[src/design/bcs_pkg.sv]
// package: opcodes, addresses, flag layout and instruction carrier for the bit/compare unit
package bcs_pkg;
	localparam int DATA_W = 8;
	localparam int ADDR_W = 6;
	localparam int BIT_W = 3;
	localparam int MEM_DEPTH = 64;
	localparam int PC_W = 12;

	// i/o register addresses
	localparam logic [ADDR_W-1:0] IO_FLAG = 6'h00;
	localparam logic [ADDR_W-1:0] IO_PORT_A = 6'h10;
	localparam logic [ADDR_W-1:0] IO_PORT_A_DIR = 6'h11;

	// flag register bit positions
	localparam int FLAG_Z = 0;
	localparam int FLAG_C = 1;
	localparam int FLAG_AC = 2;
	localparam int FLAG_OV = 3;
	localparam int NIBBLE_W = 4;

	localparam logic [DATA_W-1:0] FLAG_RESET = 8'h00;
	localparam logic [DATA_W-1:0] ACC_RESET = 8'h00;
	localparam logic [DATA_W-1:0] PORT_RESET = 8'h00;
	localparam logic [DATA_W-1:0] DIR_RESET = 8'h00;
	localparam logic [PC_W-1:0] PC_RESET = 12'h000;
	localparam logic [PC_W-1:0] PC_STEP = 12'h001;

	typedef enum logic [3:0] {
		OP_NOP,
		OP_LOAD_ACC,
		OP_LOAD_MEM,
		OP_IO_CLEAR,
		OP_IO_SET,
		OP_MEM_CLEAR,
		OP_MEM_SET,
		OP_SWAP_CARRY,
		OP_CMP_IMM_EQ,
		OP_CMP_MEM_EQ,
		OP_CMP_MEM_NE,
		OP_CMP_IMM_NE
	} bcs_op_e;

	typedef struct packed {
		bcs_op_e op;
		logic [BIT_W-1:0] bit_idx;
		logic [ADDR_W-1:0] addr;
		logic [DATA_W-1:0] imm;
	} bcs_instr_s;
endpackage : bcs_pkg

[src/design/bcs_core.sv]
// bit set/clear/swap and compare-skip execution unit with its accumulator, flags, port a and memory
`timescale 1ns/1ps
`default_nettype none
module bcs_core (
	// clock and reset
	input wire logic i_clock,
	input wire logic i_resetn,
	// instruction stream
	input wire logic i_valid,
	input wire bcs_pkg::bcs_instr_s i_instr,
	// port a pins
	input wire logic [bcs_pkg::DATA_W-1:0] i_port_a_pin,
	output logic [bcs_pkg::DATA_W-1:0] o_port_a_value,
	output logic [bcs_pkg::DATA_W-1:0] o_port_a_oe,
	// memory observation port
	input wire logic [bcs_pkg::ADDR_W-1:0] i_mem_raddr,
	output logic [bcs_pkg::DATA_W-1:0] o_mem_rdata,
	// core state
	output logic [bcs_pkg::DATA_W-1:0] o_accumulator,
	output logic [bcs_pkg::DATA_W-1:0] o_flags,
	output logic [bcs_pkg::PC_W-1:0] o_pc,
	output logic o_skip_pending,
	output logic o_skipped
);
	localparam int DW = bcs_pkg::DATA_W;

	function automatic logic [DW-1:0] bit_mask(input logic [bcs_pkg::BIT_W-1:0] idx);
		logic [DW-1:0] m;
		m = '0;
		m[idx] = 1'b1;
		return m;
	endfunction : bit_mask

	function automatic logic [DW-1:0] sub_flags(input logic [DW-1:0] a, input logic [DW-1:0] b,
		input logic [DW-1:0] old);
		logic [DW:0] full;
		logic [bcs_pkg::NIBBLE_W:0] low;
		logic [DW-1:0] f;
		full = {1'b0, a} - {1'b0, b};
		low = {1'b0, a[bcs_pkg::NIBBLE_W-1:0]} - {1'b0, b[bcs_pkg::NIBBLE_W-1:0]};
		f = old;
		f[bcs_pkg::FLAG_Z] = (full[DW-1:0] == '0);
		f[bcs_pkg::FLAG_C] = full[DW];
		f[bcs_pkg::FLAG_AC] = low[bcs_pkg::NIBBLE_W];
		f[bcs_pkg::FLAG_OV] = (a[DW-1] ^ b[DW-1]) & (a[DW-1] ^ full[DW-1]);
		return f;
	endfunction : sub_flags

	logic [DW-1:0] acc_q;
	logic [DW-1:0] flag_q;
	logic [DW-1:0] port_q;
	logic [DW-1:0] dir_q;
	logic [DW-1:0] mem_q [bcs_pkg::MEM_DEPTH];
	logic [bcs_pkg::PC_W-1:0] pc_q;
	logic skip_q;
	logic skipped_q;
	logic [DW-1:0] rdata_q;
	logic [DW-1:0] sync1_q;
	logic [DW-1:0] sync2_q;
	logic [DW-1:0] sync3_q;
	logic [DW-1:0] pin_q;

	logic exec;
	logic [DW-1:0] mask;
	logic [DW-1:0] mem_byte;
	logic [DW-1:0] operand;
	logic is_cmp;
	logic is_eq_kind;
	logic equal;
	logic take_skip;
	logic io_bit;
	logic carry;

	// pin sampling: three stages, a bit counts once stages two and three agree
	always_ff @(posedge i_clock or negedge i_resetn) begin
		if (!i_resetn) begin
			sync1_q <= bcs_pkg::PORT_RESET;
			sync2_q <= bcs_pkg::PORT_RESET;
			sync3_q <= bcs_pkg::PORT_RESET;
			pin_q <= bcs_pkg::PORT_RESET;
		end else begin
			sync1_q <= i_port_a_pin;
			sync2_q <= sync1_q;
			sync3_q <= sync2_q;
			pin_q <= (sync2_q & sync3_q) | (pin_q & (sync2_q ^ sync3_q));
		end
	end

	// decode of the current instruction
	assign exec = i_valid && !skip_q;
	assign mask = bit_mask(i_instr.bit_idx);
	assign mem_byte = mem_q[i_instr.addr];
	assign carry = flag_q[bcs_pkg::FLAG_C];
	assign is_cmp = (i_instr.op == bcs_pkg::OP_CMP_IMM_EQ) || (i_instr.op == bcs_pkg::OP_CMP_MEM_EQ)
		|| (i_instr.op == bcs_pkg::OP_CMP_MEM_NE) || (i_instr.op == bcs_pkg::OP_CMP_IMM_NE);
	assign is_eq_kind = (i_instr.op == bcs_pkg::OP_CMP_IMM_EQ)
		|| (i_instr.op == bcs_pkg::OP_CMP_MEM_EQ);
	assign operand = ((i_instr.op == bcs_pkg::OP_CMP_MEM_EQ)
		|| (i_instr.op == bcs_pkg::OP_CMP_MEM_NE)) ? mem_byte : i_instr.imm;
	assign equal = (acc_q == operand);
	assign take_skip = exec && is_cmp && (equal == is_eq_kind);

	// current value of the addressed i/o bit as the swap sees it
	always_comb begin
		case (i_instr.addr)
			bcs_pkg::IO_PORT_A: io_bit = |((dir_q[i_instr.bit_idx] ? port_q : pin_q) & mask);
			bcs_pkg::IO_PORT_A_DIR: io_bit = |(dir_q & mask);
			bcs_pkg::IO_FLAG: io_bit = |(flag_q & mask);
			default: io_bit = 1'b0;
		endcase
	end

	// accumulator: only the test load writes it, compares leave it alone
	always_ff @(posedge i_clock or negedge i_resetn) begin
		if (!i_resetn) begin
			acc_q <= bcs_pkg::ACC_RESET;
		end else if (exec && i_instr.op == bcs_pkg::OP_LOAD_ACC) begin
			acc_q <= i_instr.imm;
		end
	end

	// flag register, addressable as an i/o register
	always_ff @(posedge i_clock or negedge i_resetn) begin
		if (!i_resetn) begin
			flag_q <= bcs_pkg::FLAG_RESET;
		end else if (exec) begin
			case (i_instr.op)
				bcs_pkg::OP_IO_CLEAR: begin
					if (i_instr.addr == bcs_pkg::IO_FLAG) begin
						flag_q <= flag_q & ~mask;
					end
				end
				bcs_pkg::OP_IO_SET: begin
					if (i_instr.addr == bcs_pkg::IO_FLAG) begin
						flag_q <= flag_q | mask;
					end
				end
				bcs_pkg::OP_SWAP_CARRY: begin
					if (i_instr.addr != bcs_pkg::IO_FLAG || i_instr.bit_idx != bcs_pkg::FLAG_C) begin
						flag_q[bcs_pkg::FLAG_C] <= io_bit;
					end
				end
				bcs_pkg::OP_CMP_IMM_EQ, bcs_pkg::OP_CMP_MEM_EQ,
				bcs_pkg::OP_CMP_MEM_NE, bcs_pkg::OP_CMP_IMM_NE: begin
					flag_q <= sub_flags(acc_q, operand, flag_q);
				end
				default: begin
					flag_q <= flag_q;
				end
			endcase
		end
	end

	// port a data latch
	always_ff @(posedge i_clock or negedge i_resetn) begin
		if (!i_resetn) begin
			port_q <= bcs_pkg::PORT_RESET;
		end else if (exec && i_instr.addr == bcs_pkg::IO_PORT_A) begin
			case (i_instr.op)
				bcs_pkg::OP_IO_CLEAR: port_q <= port_q & ~mask;
				bcs_pkg::OP_IO_SET: port_q <= port_q | mask;
				bcs_pkg::OP_SWAP_CARRY: port_q <= carry ? (port_q | mask) : (port_q & ~mask);
				default: port_q <= port_q;
			endcase
		end
	end

	// port a direction register
	always_ff @(posedge i_clock or negedge i_resetn) begin
		if (!i_resetn) begin
			dir_q <= bcs_pkg::DIR_RESET;
		end else if (exec && i_instr.addr == bcs_pkg::IO_PORT_A_DIR) begin
			case (i_instr.op)
				bcs_pkg::OP_IO_CLEAR: dir_q <= dir_q & ~mask;
				bcs_pkg::OP_IO_SET: dir_q <= dir_q | mask;
				bcs_pkg::OP_SWAP_CARRY: dir_q <= carry ? (dir_q | mask) : (dir_q & ~mask);
				default: dir_q <= dir_q;
			endcase
		end
	end

	// data memory, not reset
	always_ff @(posedge i_clock) begin
		if (exec) begin
			case (i_instr.op)
				bcs_pkg::OP_LOAD_MEM: mem_q[i_instr.addr] <= i_instr.imm;
				bcs_pkg::OP_MEM_CLEAR: mem_q[i_instr.addr] <= mem_byte & ~mask;
				bcs_pkg::OP_MEM_SET: mem_q[i_instr.addr] <= mem_byte | mask;
				default: mem_q[i_instr.addr] <= mem_byte;
			endcase
		end
	end

	always_ff @(posedge i_clock or negedge i_resetn) begin
		if (!i_resetn) begin
			rdata_q <= bcs_pkg::PORT_RESET;
		end else begin
			rdata_q <= mem_q[i_mem_raddr];
		end
	end

	// program counter steps for every fetched word, skipped or not
	always_ff @(posedge i_clock or negedge i_resetn) begin
		if (!i_resetn) begin
			pc_q <= bcs_pkg::PC_RESET;
		end else if (i_valid) begin
			pc_q <= pc_q + bcs_pkg::PC_STEP;
		end
	end

	// skip state: a skipped word cannot itself arm a new skip
	always_ff @(posedge i_clock or negedge i_resetn) begin
		if (!i_resetn) begin
			skip_q <= 1'b0;
			skipped_q <= 1'b0;
		end else begin
			skipped_q <= i_valid && skip_q;
			if (take_skip) begin
				skip_q <= 1'b1;
			end else if (i_valid) begin
				skip_q <= 1'b0;
			end
		end
	end

	assign o_port_a_value = port_q;
	assign o_port_a_oe = dir_q;
	assign o_mem_rdata = rdata_q;
	assign o_accumulator = acc_q;
	assign o_flags = flag_q;
	assign o_pc = pc_q;
	assign o_skip_pending = skip_q;
	assign o_skipped = skipped_q;
endmodule : bcs_core
`default_nettype wire

[config.mk]
export PLATFORM = sky130hd
export DESIGN_NAME = bcs_core
export DESIGN_NICKNAME = d
export VERILOG_FILES = /design/src/design/bcs_pkg.sv /design/src/design/bcs_core.sv
export SDC_FILE = /design/constraint.sdc
export NUM_CORES = 1
export LEC_CHECK = 0
export CORE_AREA = 2 2 239 288
export CTS_CLUSTER_DIAMETER = 60
export DETAILED_ROUTE_END_ITERATION = 10
export DIE_AREA = 0 0 241 290
export DONT_BUFFER_PORTS = 1
export HOLD_SLACK_MARGIN = 0.1
export MAX_ROUTING_LAYER = met4
export PLACE_DENSITY = 0.6
export SYNTH_ARGS = -nofsm -noshare
export SYNTH_HDL_FRONTEND = slang
export SYNTH_SLANG_ARGS = --single-unit
[constraint.sdc]
create_clock -name i_clock -period 6.5 [get_ports i_clock]
set_clock_uncertainty 0.15 [all_clocks]
set_input_delay 1.3 -clock i_clock [delete_from_list [all_inputs] [get_ports i_clock]]
set_output_delay 1.3 -clock i_clock [all_outputs]
set_load 0.05 [all_outputs]
-- Word level (Yosys, flattened, before mapping)
Memory sizes are Yosys's and may differ from the RTL's. A register that Yosys moved wholly into a read port is not among the register bits.
Index checks and enable logic that the tools add are counted.
- input port bits: 38
- flip-flop bits (word level): 78
- output and inout port bits: 54
- memories kept: 1
- memory bits (writable): 512
- memories (memory ; depth ; width ; read ports ; clocked after memory_dff ; write ports ; RTL line ; RTL):
    mem_q ; 64 ; 8 ; 2 ; 1 ; 1 ; bcs_core.sv:53 ; logic [DW-1:0] mem_q [bcs_pkg::MEM_DEPTH];
- eq/ne operators: 19
- magnitude comparators: 2
- muxes and demuxes: 34
- $add $sub $neg: 3
- bitwise gates (word level): 23
- reduce and logical (&&, ||, !) cells: 33
- operators with widths (cell ; number):
    AND 8 bit ; 9
    2-to-1 mux 8 bit ; 9
    case mux 8 bit (3 select lines) ; 2
    bitwise OR 8 bit ; 5
    OR reduction 8 bit ; 3
    case mux 6 bit (3 select lines) ; 1
    2-to-1 mux 1 bit ; 17
    == test 4 x 3 -> 1 bit (second input constant) ; 4
    == test 4 bit (second input constant) ; 4
    adder 12 x 1 -> 12 bit (second input constant) ; 1
    == test 6 x 5 -> 1 bit (second input constant) ; 2
    AND reduction 5 bit ; 2
    subtractor 8 x 8 -> 9 bit ; 1
    == test 4 x 2 -> 1 bit (second input constant) ; 2
    == test 8 bit ; 1
    logical AND 1 bit ; 8
    logical NOT 8 bit ; 1
    NOT 8 bit ; 1
    bitwise XOR 8 bit ; 1
    logical NOT 6 bit ; 1
    != test 2 bit (second input constant) ; 3
    case mux 1 bit (3 select lines) ; 2
    nonzero test 3 bit ; 2
    nonzero test 6 bit ; 1
    other kinds (21) ; 31

-- Depth between registers and ports, before layout
Gate-level depths: netlist of run 1.
- depth after elaboration: 9
- mapped depth: 16

-- Worst setup path after synthesis of run 1
OpenSTA, ideal clock, no wires.
- path type: input -> register
- start: input port i_valid
- end: memory mem_q[0][0] (netlist bit) (data pin)
- path buffers: 4
- path slack: 1361 ps
- data required time: 5797 ps
- arrival: 4436 ps
- setup time: 553 ps
- cell stages on the path: 9
- cells stage by stage: clkbuf_1 -> nor2b_1 -> buf_2 -> and4_1 -> buf_2 -> or2_2 -> clkbuf_1 -> a21oi_1 -> o22ai_1
- cells in the longest elaborated chain, start to end: 6
- elaborated cells on any way between the ends: 10
- classes of those cells: mux (9); reduce/logical (1)
- ends and longest elaborated chain (element ; RTL line ; RTL):
    start, declared ; bcs_core.sv:9 ; input wire logic i_valid,
    logical AND 1 bit (*) ; bcs_core.sv:90 ; assign exec = i_valid && !skip_q;
    2-to-1 mux 1 bit ; bcs_core.sv:184 ; if (exec) begin
    2-to-1 mux 1 bit (not written as such) ; bcs_core.sv:187 ; bcs_pkg::OP_MEM_CLEAR: mem_q[i_instr.addr] <= mem_byte & ~mask;
    2-to-1 mux 8 bit (no source line) (2 in a row) ; -- ;
    2-to-1 mux 8 bit (no source line) (*) ; -- ;
    end, declared ; bcs_core.sv:53 ;
Mark *: on every way between the ends. The rest lies on a longest branch, timed or not.

-- Worst setup path after layout of run 1
- start: input port i_instr[8] (netlist bit)
- end: register flag_q[1], in the netlist o_flags[1]
- cells in the longest elaborated chain, start to end: 4
- elaborated cells on any way between the ends: 15
- classes of those cells: add/sub (1); eq/ne (5); mux (4); reduce/logical (4); memory (1)
- ends and longest elaborated chain (element ; RTL line ; RTL):
    start, declared ; bcs_core.sv:10 ; input wire bcs_pkg::bcs_instr_s i_instr,
    memory read (64 x 8 bit) (tied with other cells) ; -- ;
    2-to-1 mux 8 bit (tied with other cells) ; bcs_core.sv:99 ; || (i_instr.op == bcs_pkg::OP_CMP_MEM_NE)) ? mem_byte : i_instr.imm;
    subtractor 8 x 8 -> 9 bit (tied with other cells) ; bcs_core.sv:39 ; full = {1'b0, a} - {1'b0, b};
    case mux 1 bit (4 select lines) or AND reduction 5 bit (tied branches) ; -- ;
    end signal, assigned ; bcs_core.sv:125 ; flag_q <= bcs_pkg::FLAG_RESET;
    end signal, assigned ; bcs_core.sv:130 ; flag_q <= flag_q & ~mask;
    end signal, assigned ; bcs_core.sv:135 ; flag_q <= flag_q | mask;
    end, declared ; bcs_core.sv:50 ; logic [DW-1:0] flag_q;
Parallel ways exist; a longest one is shown, timed or not. The select of a mux whose other input is x is not followed.
A chain may end at the register's enable or synchronous reset.

==> impl_metrics.py, run 1 <==
metrics = {
    "logic_synthesis": {
        "avgSynthCellArea_um2": 18.7,
        "synth-edff-count": 512,
        "yosys-top-cells-area": "edfxtp_1 (55%), mux4_2 (24%), dfrtp_1 (7.7%)",
        "synthArstFlopShare_pct": 14.4,
        "seq_area_frac_synth_pct": 62.6,
        "synthTopCellsByCount": "edfxtp_1 (512), mux4_2 (298), nor2_1 (95)",
        "synth_most_common_cell": "edfxtp_1",
        "netlist.area_leader.share_pct": 54.9,
        "synth.distinct_cells": 54,
        "syn_inst": 1500,
        "synth_fp_nets": 1556,
        "ys_warn_count": 0,
        "synthFlopType": "edfxtp_1",
        "ys_seq_elements": 598,
        "yosys.area.top_type": "edfxtp_1",
        "syn_area_um2": 28000,
    },
    "detailed_routing": {
        "vias": 15100,
        "drt_pass1_iterations": 6,
        "ant_nets": 0,
        "wl_per_cell_um": 31.5,
        "routed_wl_um": 76300,
        "drt_iter0_drc": 1609,
        "vias_per_cell": 6.21,
        "drc": 0,
    },
    "critical_path": {
        "cp_slowest_stage_delay_ns": 0.93,
        "crit_fanout": 138,
        "worst_setup_path_start_kind": "input port",
        "cp_slowest_cell": "nor4_1",
        "path_cells": "mux4_2, mux2i_1, o22ai_1, nor4_1, buf_4, nor2_1, a21oi_1, ha_1, o21ai_0, a211oi_1, o31ai_1, a21oi_1, o31a_1, o211ai_1",
        "cp.arrival_ns": 5.79,
        "required_ns": 6.90,
        "critPathKind": "input port to flop",
        "crit_top_cell": "a21oi_1",
        "cp-end-kind": "flop",
    },
    "global_route": {
        "grt_use_met2_pct": 37.7,
        "grt_use_met3_pct": 4.13,
        "grt_overflow": 0,
        "antenna_found_initial": 1,
        "grt_pass1_vias": 15900,
        "use_met1_pct": 27.2,
        "top_usage_layer": "met2",
        "grt_pass1_wl_um": 111000,
        "track_usage_pct": 22.8,
        "grt_max_degree": 139,
    },
    "place": {
        "place_inst": 2313,
        "dpl.hpwl_um": 48600,
        "place_congestion": 0.902,
        "port_buffers": 0,
        "dp_slack_ns": 0.599,
    },
    "cts": {
        "cts_setup_buffers": 0,
        "ctsResizeCount": 0,
        "cts-root-buf": "clkbuf_16",
        "clock_latency_ns": 0.64,
        "numCtsBuffers": 60,
        "cts_buffer_depth": 3,
        "h-tree-depth": 2,
        "cts_hold_buf": 0,
        "clk_pin_slew_ns": 0.06,
        "cts_tree": "done",
        "clock-sinks": 598,
    },
    "final_layout": {
        "nets": 1530,
        "drive_above_1_share_pct": 29.3,
        "stdcell_count": 2426,
        "area_growth_pct": 10.1,
    },
    "run_status": {
        "outcome": "complete, but fails checks",
        "violations": "max-capacitance violations",
    },
    "power_and_ir_drop": {
        "finalPower_mw": 8.75,
        "power.density_nw_per_um2": 284,
        "power_leakage_nw": 10.1,
        "ir_drop_v": 0.000205,
    },
    "sta": {
        "finalSetupViolCount": 0,
        "setup_tns_ns": 0,
        "tightest_slew_ns": 1.45,
        "setup_slack_ns": 1.11,
        "post-route-period-util_pct": 82.9,
        "max_slew_margin_pct": 2.32,
        "fmax_mhz": 186,
        "grt_setup_unrepaired": "false",
        "finalCriticalPeriod_ns": 5.39,
        "final_max_slew_viol_count": 0,
        "hold_viol_final": 0,
    },
    "floorplan": {
        "rows": 104,
        "die_area_um2": 69900,
        "die_w_um": 241,
        "die_h_um": 290,
        "initial_utilization_pct": 41.9,
        "pin_count": 92,
        "coreArea_um2": 66900,
    },
    "worst_hold_path": {
        "hold_path.class": "input port to asynchronous set/reset pin",
    },
    "flow_run": {
        "max_cap_viol_count": 1,
    },
}
## flip-flops by register name, summed over array words and instances, names as in the netlist
name / flops
mem_q: 512
o_pc: 12
o_accumulator: 8
o_flags: 8
o_mem_rdata: 8
o_port_a_oe: 8
o_port_a_value: 8
pin_q: 8
sync1_q: 8
sync2_q: 8
sync3_q: 8
o_skip_pending: 1
o_skipped: 1
## critical path, delay by kind of cell
| kind | cells | cell delay, ns |
|---|---|---|
| AO/OA/AOI/OAI | 8 | 1.68 |
| multiplexers | 2 | 1.02 |
| AND/OR/NAND/NOR | 2 | 0.98 |
| adder cells (fa/ha/maj) | 1 | 0.31 |
| buffers and inverters | 1 | 0.27 |
## routing by layer
metal  vias up  wire, um
met5         -         0
met4         0      3700
met3       155      5280
met2       628     39000
met1      8025     28300
li1       6248         -
## stage by stage
step                hold slack [ns]  utilization, %  area (um^2)
CTS                           0.171            46.1        30800
global placement              0.188            43.3        28900
global route                  0.169            46.1        30800
finish                        0.197            46.1        30800
detailed placement            0.185            43.3        28900
floorplan                     0.181               -        28000
## area by class of cell
type,count,area [um^2]
diodes,1,2.50
clock buffers,85,1640
clock inverters,27,251
fillers,5680,36100
inverters,12,45.0
multi-input cells,783,10100
flip-flops and latches,598,17500
well taps,901,1130
repair buffers,19,143
## power by group
group	total, mW	switching (mW)	leakage [nW]	internal (mW)
Clock	3.38	1.50	0.926	1.88
Combinational	0.778	0.428	3.43	0.350
Sequential	4.59	0.251	5.71	4.34
## final timing paths
kind,startpoint,endpoint,slack (ns),depth (start not counted)
worst max-delay path,i_instr[8],o_flags[1],1.11,14
worst min-delay path,i_resetn,sync1_q[0],0.20,0
worst max register to register,mem_q[39][4],o_flags[1],1.68,14
worst min register to register,sync1_q[3],sync2_q[3],0.20,0
max in group asynchronous,i_resetn,sync3_q[6],5.84,0
min in group i_clock,sync1_q[3],sync2_q[3],0.20,0
## cell families (layout without fill, tap and decap cells)
group / after synthesis / after routing / synth area share, %
AOI/OAI and AO/OA: 137 / 137 / 3.11
xor gates and xnor gates: 16 / 16 / 0.500
adders and majority gates: 18 / 18 / 0.831
buffers and inverters: 119 / 143 / 1.78
DFF: 598 / 598 / 62.6
muxes: 396 / 396 / 27.6
other: 0 / 1 / 0
and+or+nand+nor: 216 / 216 / 3.60
## layout by cell type, fill, tap and decap left out, types with 5 or more instances in the layout
cell / Yosys / final
a21o_1: 14 / 14
clkinv_2: 0 / 13
ha_1: 17 / 17
nor4_1: 8 / 8
nand2_1: 48 / 48
o22ai_4: 0 / 8
mux4_2: 298 / 298
nand3b_1: 5 / 5
xnor2_1: 12 / 12
a22oi_1: 10 / 10
buf_4: 3 / 19
nand3_1: 14 / 14
o21ai_0: 14 / 14
nor2b_1: 5 / 5
mux2_2: 26 / 26
clkbuf_1: 56 / 21
nor2_1: 95 / 95
a21oi_1: 33 / 32
dfrtp_1: 86 / 86
mux2i_1: 72 / 72
clkbuf_16: 0 / 60
o22ai_1: 43 / 35
nor3_1: 11 / 11
inv_1: 12 / 12
edfxtp_1: 512 / 512
(Power assumes the default switching activity.)
==> run 2: changes to the inputs <==
--- a/config.mk
+++ b/config.mk
@@ -5,10 +5,11 @@
 export SDC_FILE = /design/constraint.sdc
 export NUM_CORES = 1
 export LEC_CHECK = 0
-export CORE_AREA = 2 2 239 288
+export ABC_AREA = 1
+export CORE_AREA = 2 2 244 294
 export CTS_CLUSTER_DIAMETER = 60
 export DETAILED_ROUTE_END_ITERATION = 10
-export DIE_AREA = 0 0 241 290
+export DIE_AREA = 0 0 246 296
 export DONT_BUFFER_PORTS = 1
 export HOLD_SLACK_MARGIN = 0.1
 export MAX_ROUTING_LAYER = met4
==> constraint.sdc (replaced) <==
create_clock -name i_clock -period 5.4 [get_ports i_clock]
set_clock_uncertainty 0.15 [all_clocks]
set_input_delay 1.08 -clock i_clock [delete_from_list [all_inputs] [get_ports i_clock]]
set_output_delay 1.08 -clock i_clock [all_outputs]
set_load 0.05 [all_outputs]
==> impl_metrics.py, run 2 <==
metrics = {
    "run_status": {
        "outcome": "finished clean",
    },
    "critical_path": {
        "worst_setup_path_start_kind": "input port",
        "critPathKind": "input port to flop",
        "crit_fanout": 112,
        "r2r-end": "o_flags[3]",
        "required_ns": 5.71,
        "reg2reg_depth": 19,
        "cp.arrival_ns": 4.73,
        "reg2reg_from": "mem_q[62][1]",
        "r2r_slack_ns": 1.82,
        "cp-end-kind": "flop",
    },
    "global_route": {
        "grt_max_degree": 315,
        "antenna_found_initial": 1,
        "grt_pass1_vias": 23600,
        "grt_pass1_wl_um": 150000,
        "grt_overflow": 0,
        "track_usage_pct": 28.4,
    },
    "worst_hold_path": {
        "min_from": "sync1_q[7]",
        "hold_depth": 0,
        "hold_path.class": "flop to flop",
        "hold_end": "sync2_q[7]",
    },
    "cts": {
        "cts-root-buf": "clkbuf_16",
        "cts_buffer_depth": 3,
        "cts_setup_buffers": 0,
        "numCtsBuffers": 66,
        "ctsResizeCount": 0,
        "cts_tree": "done",
        "clk_pin_slew_ns": 0.06,
        "cts_hold_buf": 1,
        "clock_latency_ns": 0.63,
        "clock-sinks": 598,
        "h-tree-depth": 3,
    },
    "sta": {
        "tightest_slew_ns": 1.16,
        "final_max_slew_viol_count": 0,
        "max_slew_margin_pct": 22.9,
        "finalCriticalPeriod_ns": 4.42,
        "hold_viol_final": 0,
        "setup_tns_ns": 0,
        "post-route-period-util_pct": 81.8,
        "hold_slack_ns": 0.197,
        "finalSetupViolCount": 0,
        "fmax_mhz": 226,
        "grt_setup_unrepaired": "false",
    },
    "power_and_ir_drop": {
        "power_leakage_nw": 11.6,
        "power.density_nw_per_um2": 348,
        "ir_drop_v": 0.000305,
    },
    "logic_synthesis": {
        "yosys-top-cells-area": "edfxtp_1 (53%), o21ai_0 (9.1%), dfrtp_1 (7.4%)",
        "synthFlopType": "edfxtp_1",
        "avgSynthCellArea_um2": 9.73,
        "synthTopCellsByCount": "o21ai_0 (529), edfxtp_1 (512), nor2_1 (508)",
        "netlist.area_leader.share_pct": 52.8,
        "synth.distinct_cells": 45,
        "syn_area_um2": 29100,
        "synth-edff-count": 512,
        "syn_inst": 2992,
        "seq_area_frac_synth_pct": 60.2,
        "yosys.area.top_type": "edfxtp_1",
        "ys_seq_elements": 598,
        "synth_fp_nets": 3048,
        "synthArstFlopShare_pct": 14.4,
        "synth_most_common_cell": "o21ai_0",
        "ys_warn_count": 0,
    },
    "final_layout": {
        "largest_register_ffs": 512,
        "nets": 2992,
        "regMostFlops": "mem_q",
        "fin_util_pct": 46.1,
        "final_cell_mix": "o21ai_0 (529), edfxtp_1 (512), nor2_1 (506), nand2_1 (377), inv_1 (156)",
        "drive_above_1_share_pct": 7.46,
        "stdcell_count": 3917,
        "layout_commonest_cell": "o21ai_0",
        "area_growth_pct": 11.2,
        "n_fill_cell": 6428,
    },
    "place": {
        "place_inst": 3793,
        "port_buffers": 0,
        "place_congestion": 0.956,
        "dpl.hpwl_um": 62700,
    },
    "detailed_routing": {
        "wl_per_cell_um": 26.2,
        "drt_iter0_drc": 3108,
        "vias": 24500,
        "routed_wl_um": 103000,
        "vias_per_cell": 6.24,
        "drt_pass1_iterations": 6,
        "drc": 0,
        "ant_nets": 0,
    },
    "flow_run": {
        "max_cap_viol_count": 0,
    },
    "floorplan": {
        "die_h_um": 296,
        "initial_utilization_pct": 41.4,
        "die_w_um": 246,
        "rows": 107,
        "coreArea_um2": 70300,
        "die_area_um2": 72800,
        "pin_count": 92,
    },
}
## run 2: cell families (layout without fill, tap and decap cells)
logic type      after synthesis  in the layout  synth area share, %
compound gates              996            996                 19.8
fa+ha+maj                    18             18                0.799
other cells                   0              1                    0
mux                           1              1               0.0387
flops                       598            598                 60.2
xor+xnor                     18             18                0.542
simple gates                980            980                 13.2
buf+inv                     381            379                 5.40
## run 2: layout make-up
type	instances	area [um^2]	share of cell area [%]
clock inverters	49	430	1.33
inverters	177	674	2.08
flip-flops and latches	598	17500	54.1
well taps	926	1160	3.58
repair buffers	80	808	2.50
diodes	1	2.50	0.00773
clock buffers	73	1730	5.34
multi-input cells	2013	10100	31.0
## run 2: power breakdown
group	switching, mW	internal, mW
combinational	0.851	0.342
sequential	0.332	5.23
clock	1.96	2.54
total	3.15	8.11
## run 2: metrics by stage
stage / setup WS [ns] / power [mW] / area [um^2]
floorplan: 0.769 / 6.40 / 29100
global placement: 0.472 / 6.78 / 30200
detailed placement: 0.451 / 6.81 / 30200
CTS: 1.10 / 11.3 / 32400
global route: 0.871 / 11.6 / 32400
finish: 0.982 / 11.3 / 32400
## run 2: per-layer routing
| metal | track usage (%) | vias up | wire, um |
|---|---|---|---|
| li1 | - | 10600 | - |
| met1 | 34.5 | 11900 | 38000 |
| met2 | 44.4 | 1667 | 47700 |
| met3 | 6.03 | 319 | 11300 |
| met4 | 15.1 | 0 | 5560 |
| met5 | - | - | 0 |
## run 2: worst max-delay path: stages
cell,delay [ns]
inv_2,0.26
nand2_2,0.14
inv_4,0.31
buf_12,0.30
a21oi_1,0.10
o221ai_1,0.08
o211ai_1,0.24
nand2_1,0.15
nand2_1,0.10
nand2_1,0.31
nor2_1,0.08
nand2_1,0.07
nand2_1,0.05
ha_1,0.29
nand3b_1,0.09
nand2_1,0.09
a21oi_1,0.22
nor2_1,0.06
o21ai_0,0.21
nand2_1,0.12
xor2_1,0.15
nand2_1,0.08
a22oi_1,0.05
## run 2: worst max-delay path by stage
stage | startpoint | end | slack, ns | cells after the start
floorplan | i_instr[8] | mem_q[0][6] | 0.77 | 12
finish | i_instr[9] | o_flags[3] | 0.98 | 23
detailed placement | i_instr[9] | o_flags[3] | 0.45 | 23
global placement | i_instr[9] | o_flags[3] | 0.47 | 23
global route | i_instr[9] | o_flags[3] | 0.87 | 24
CTS | i_instr[9] | o_flags[3] | 1.10 | 23
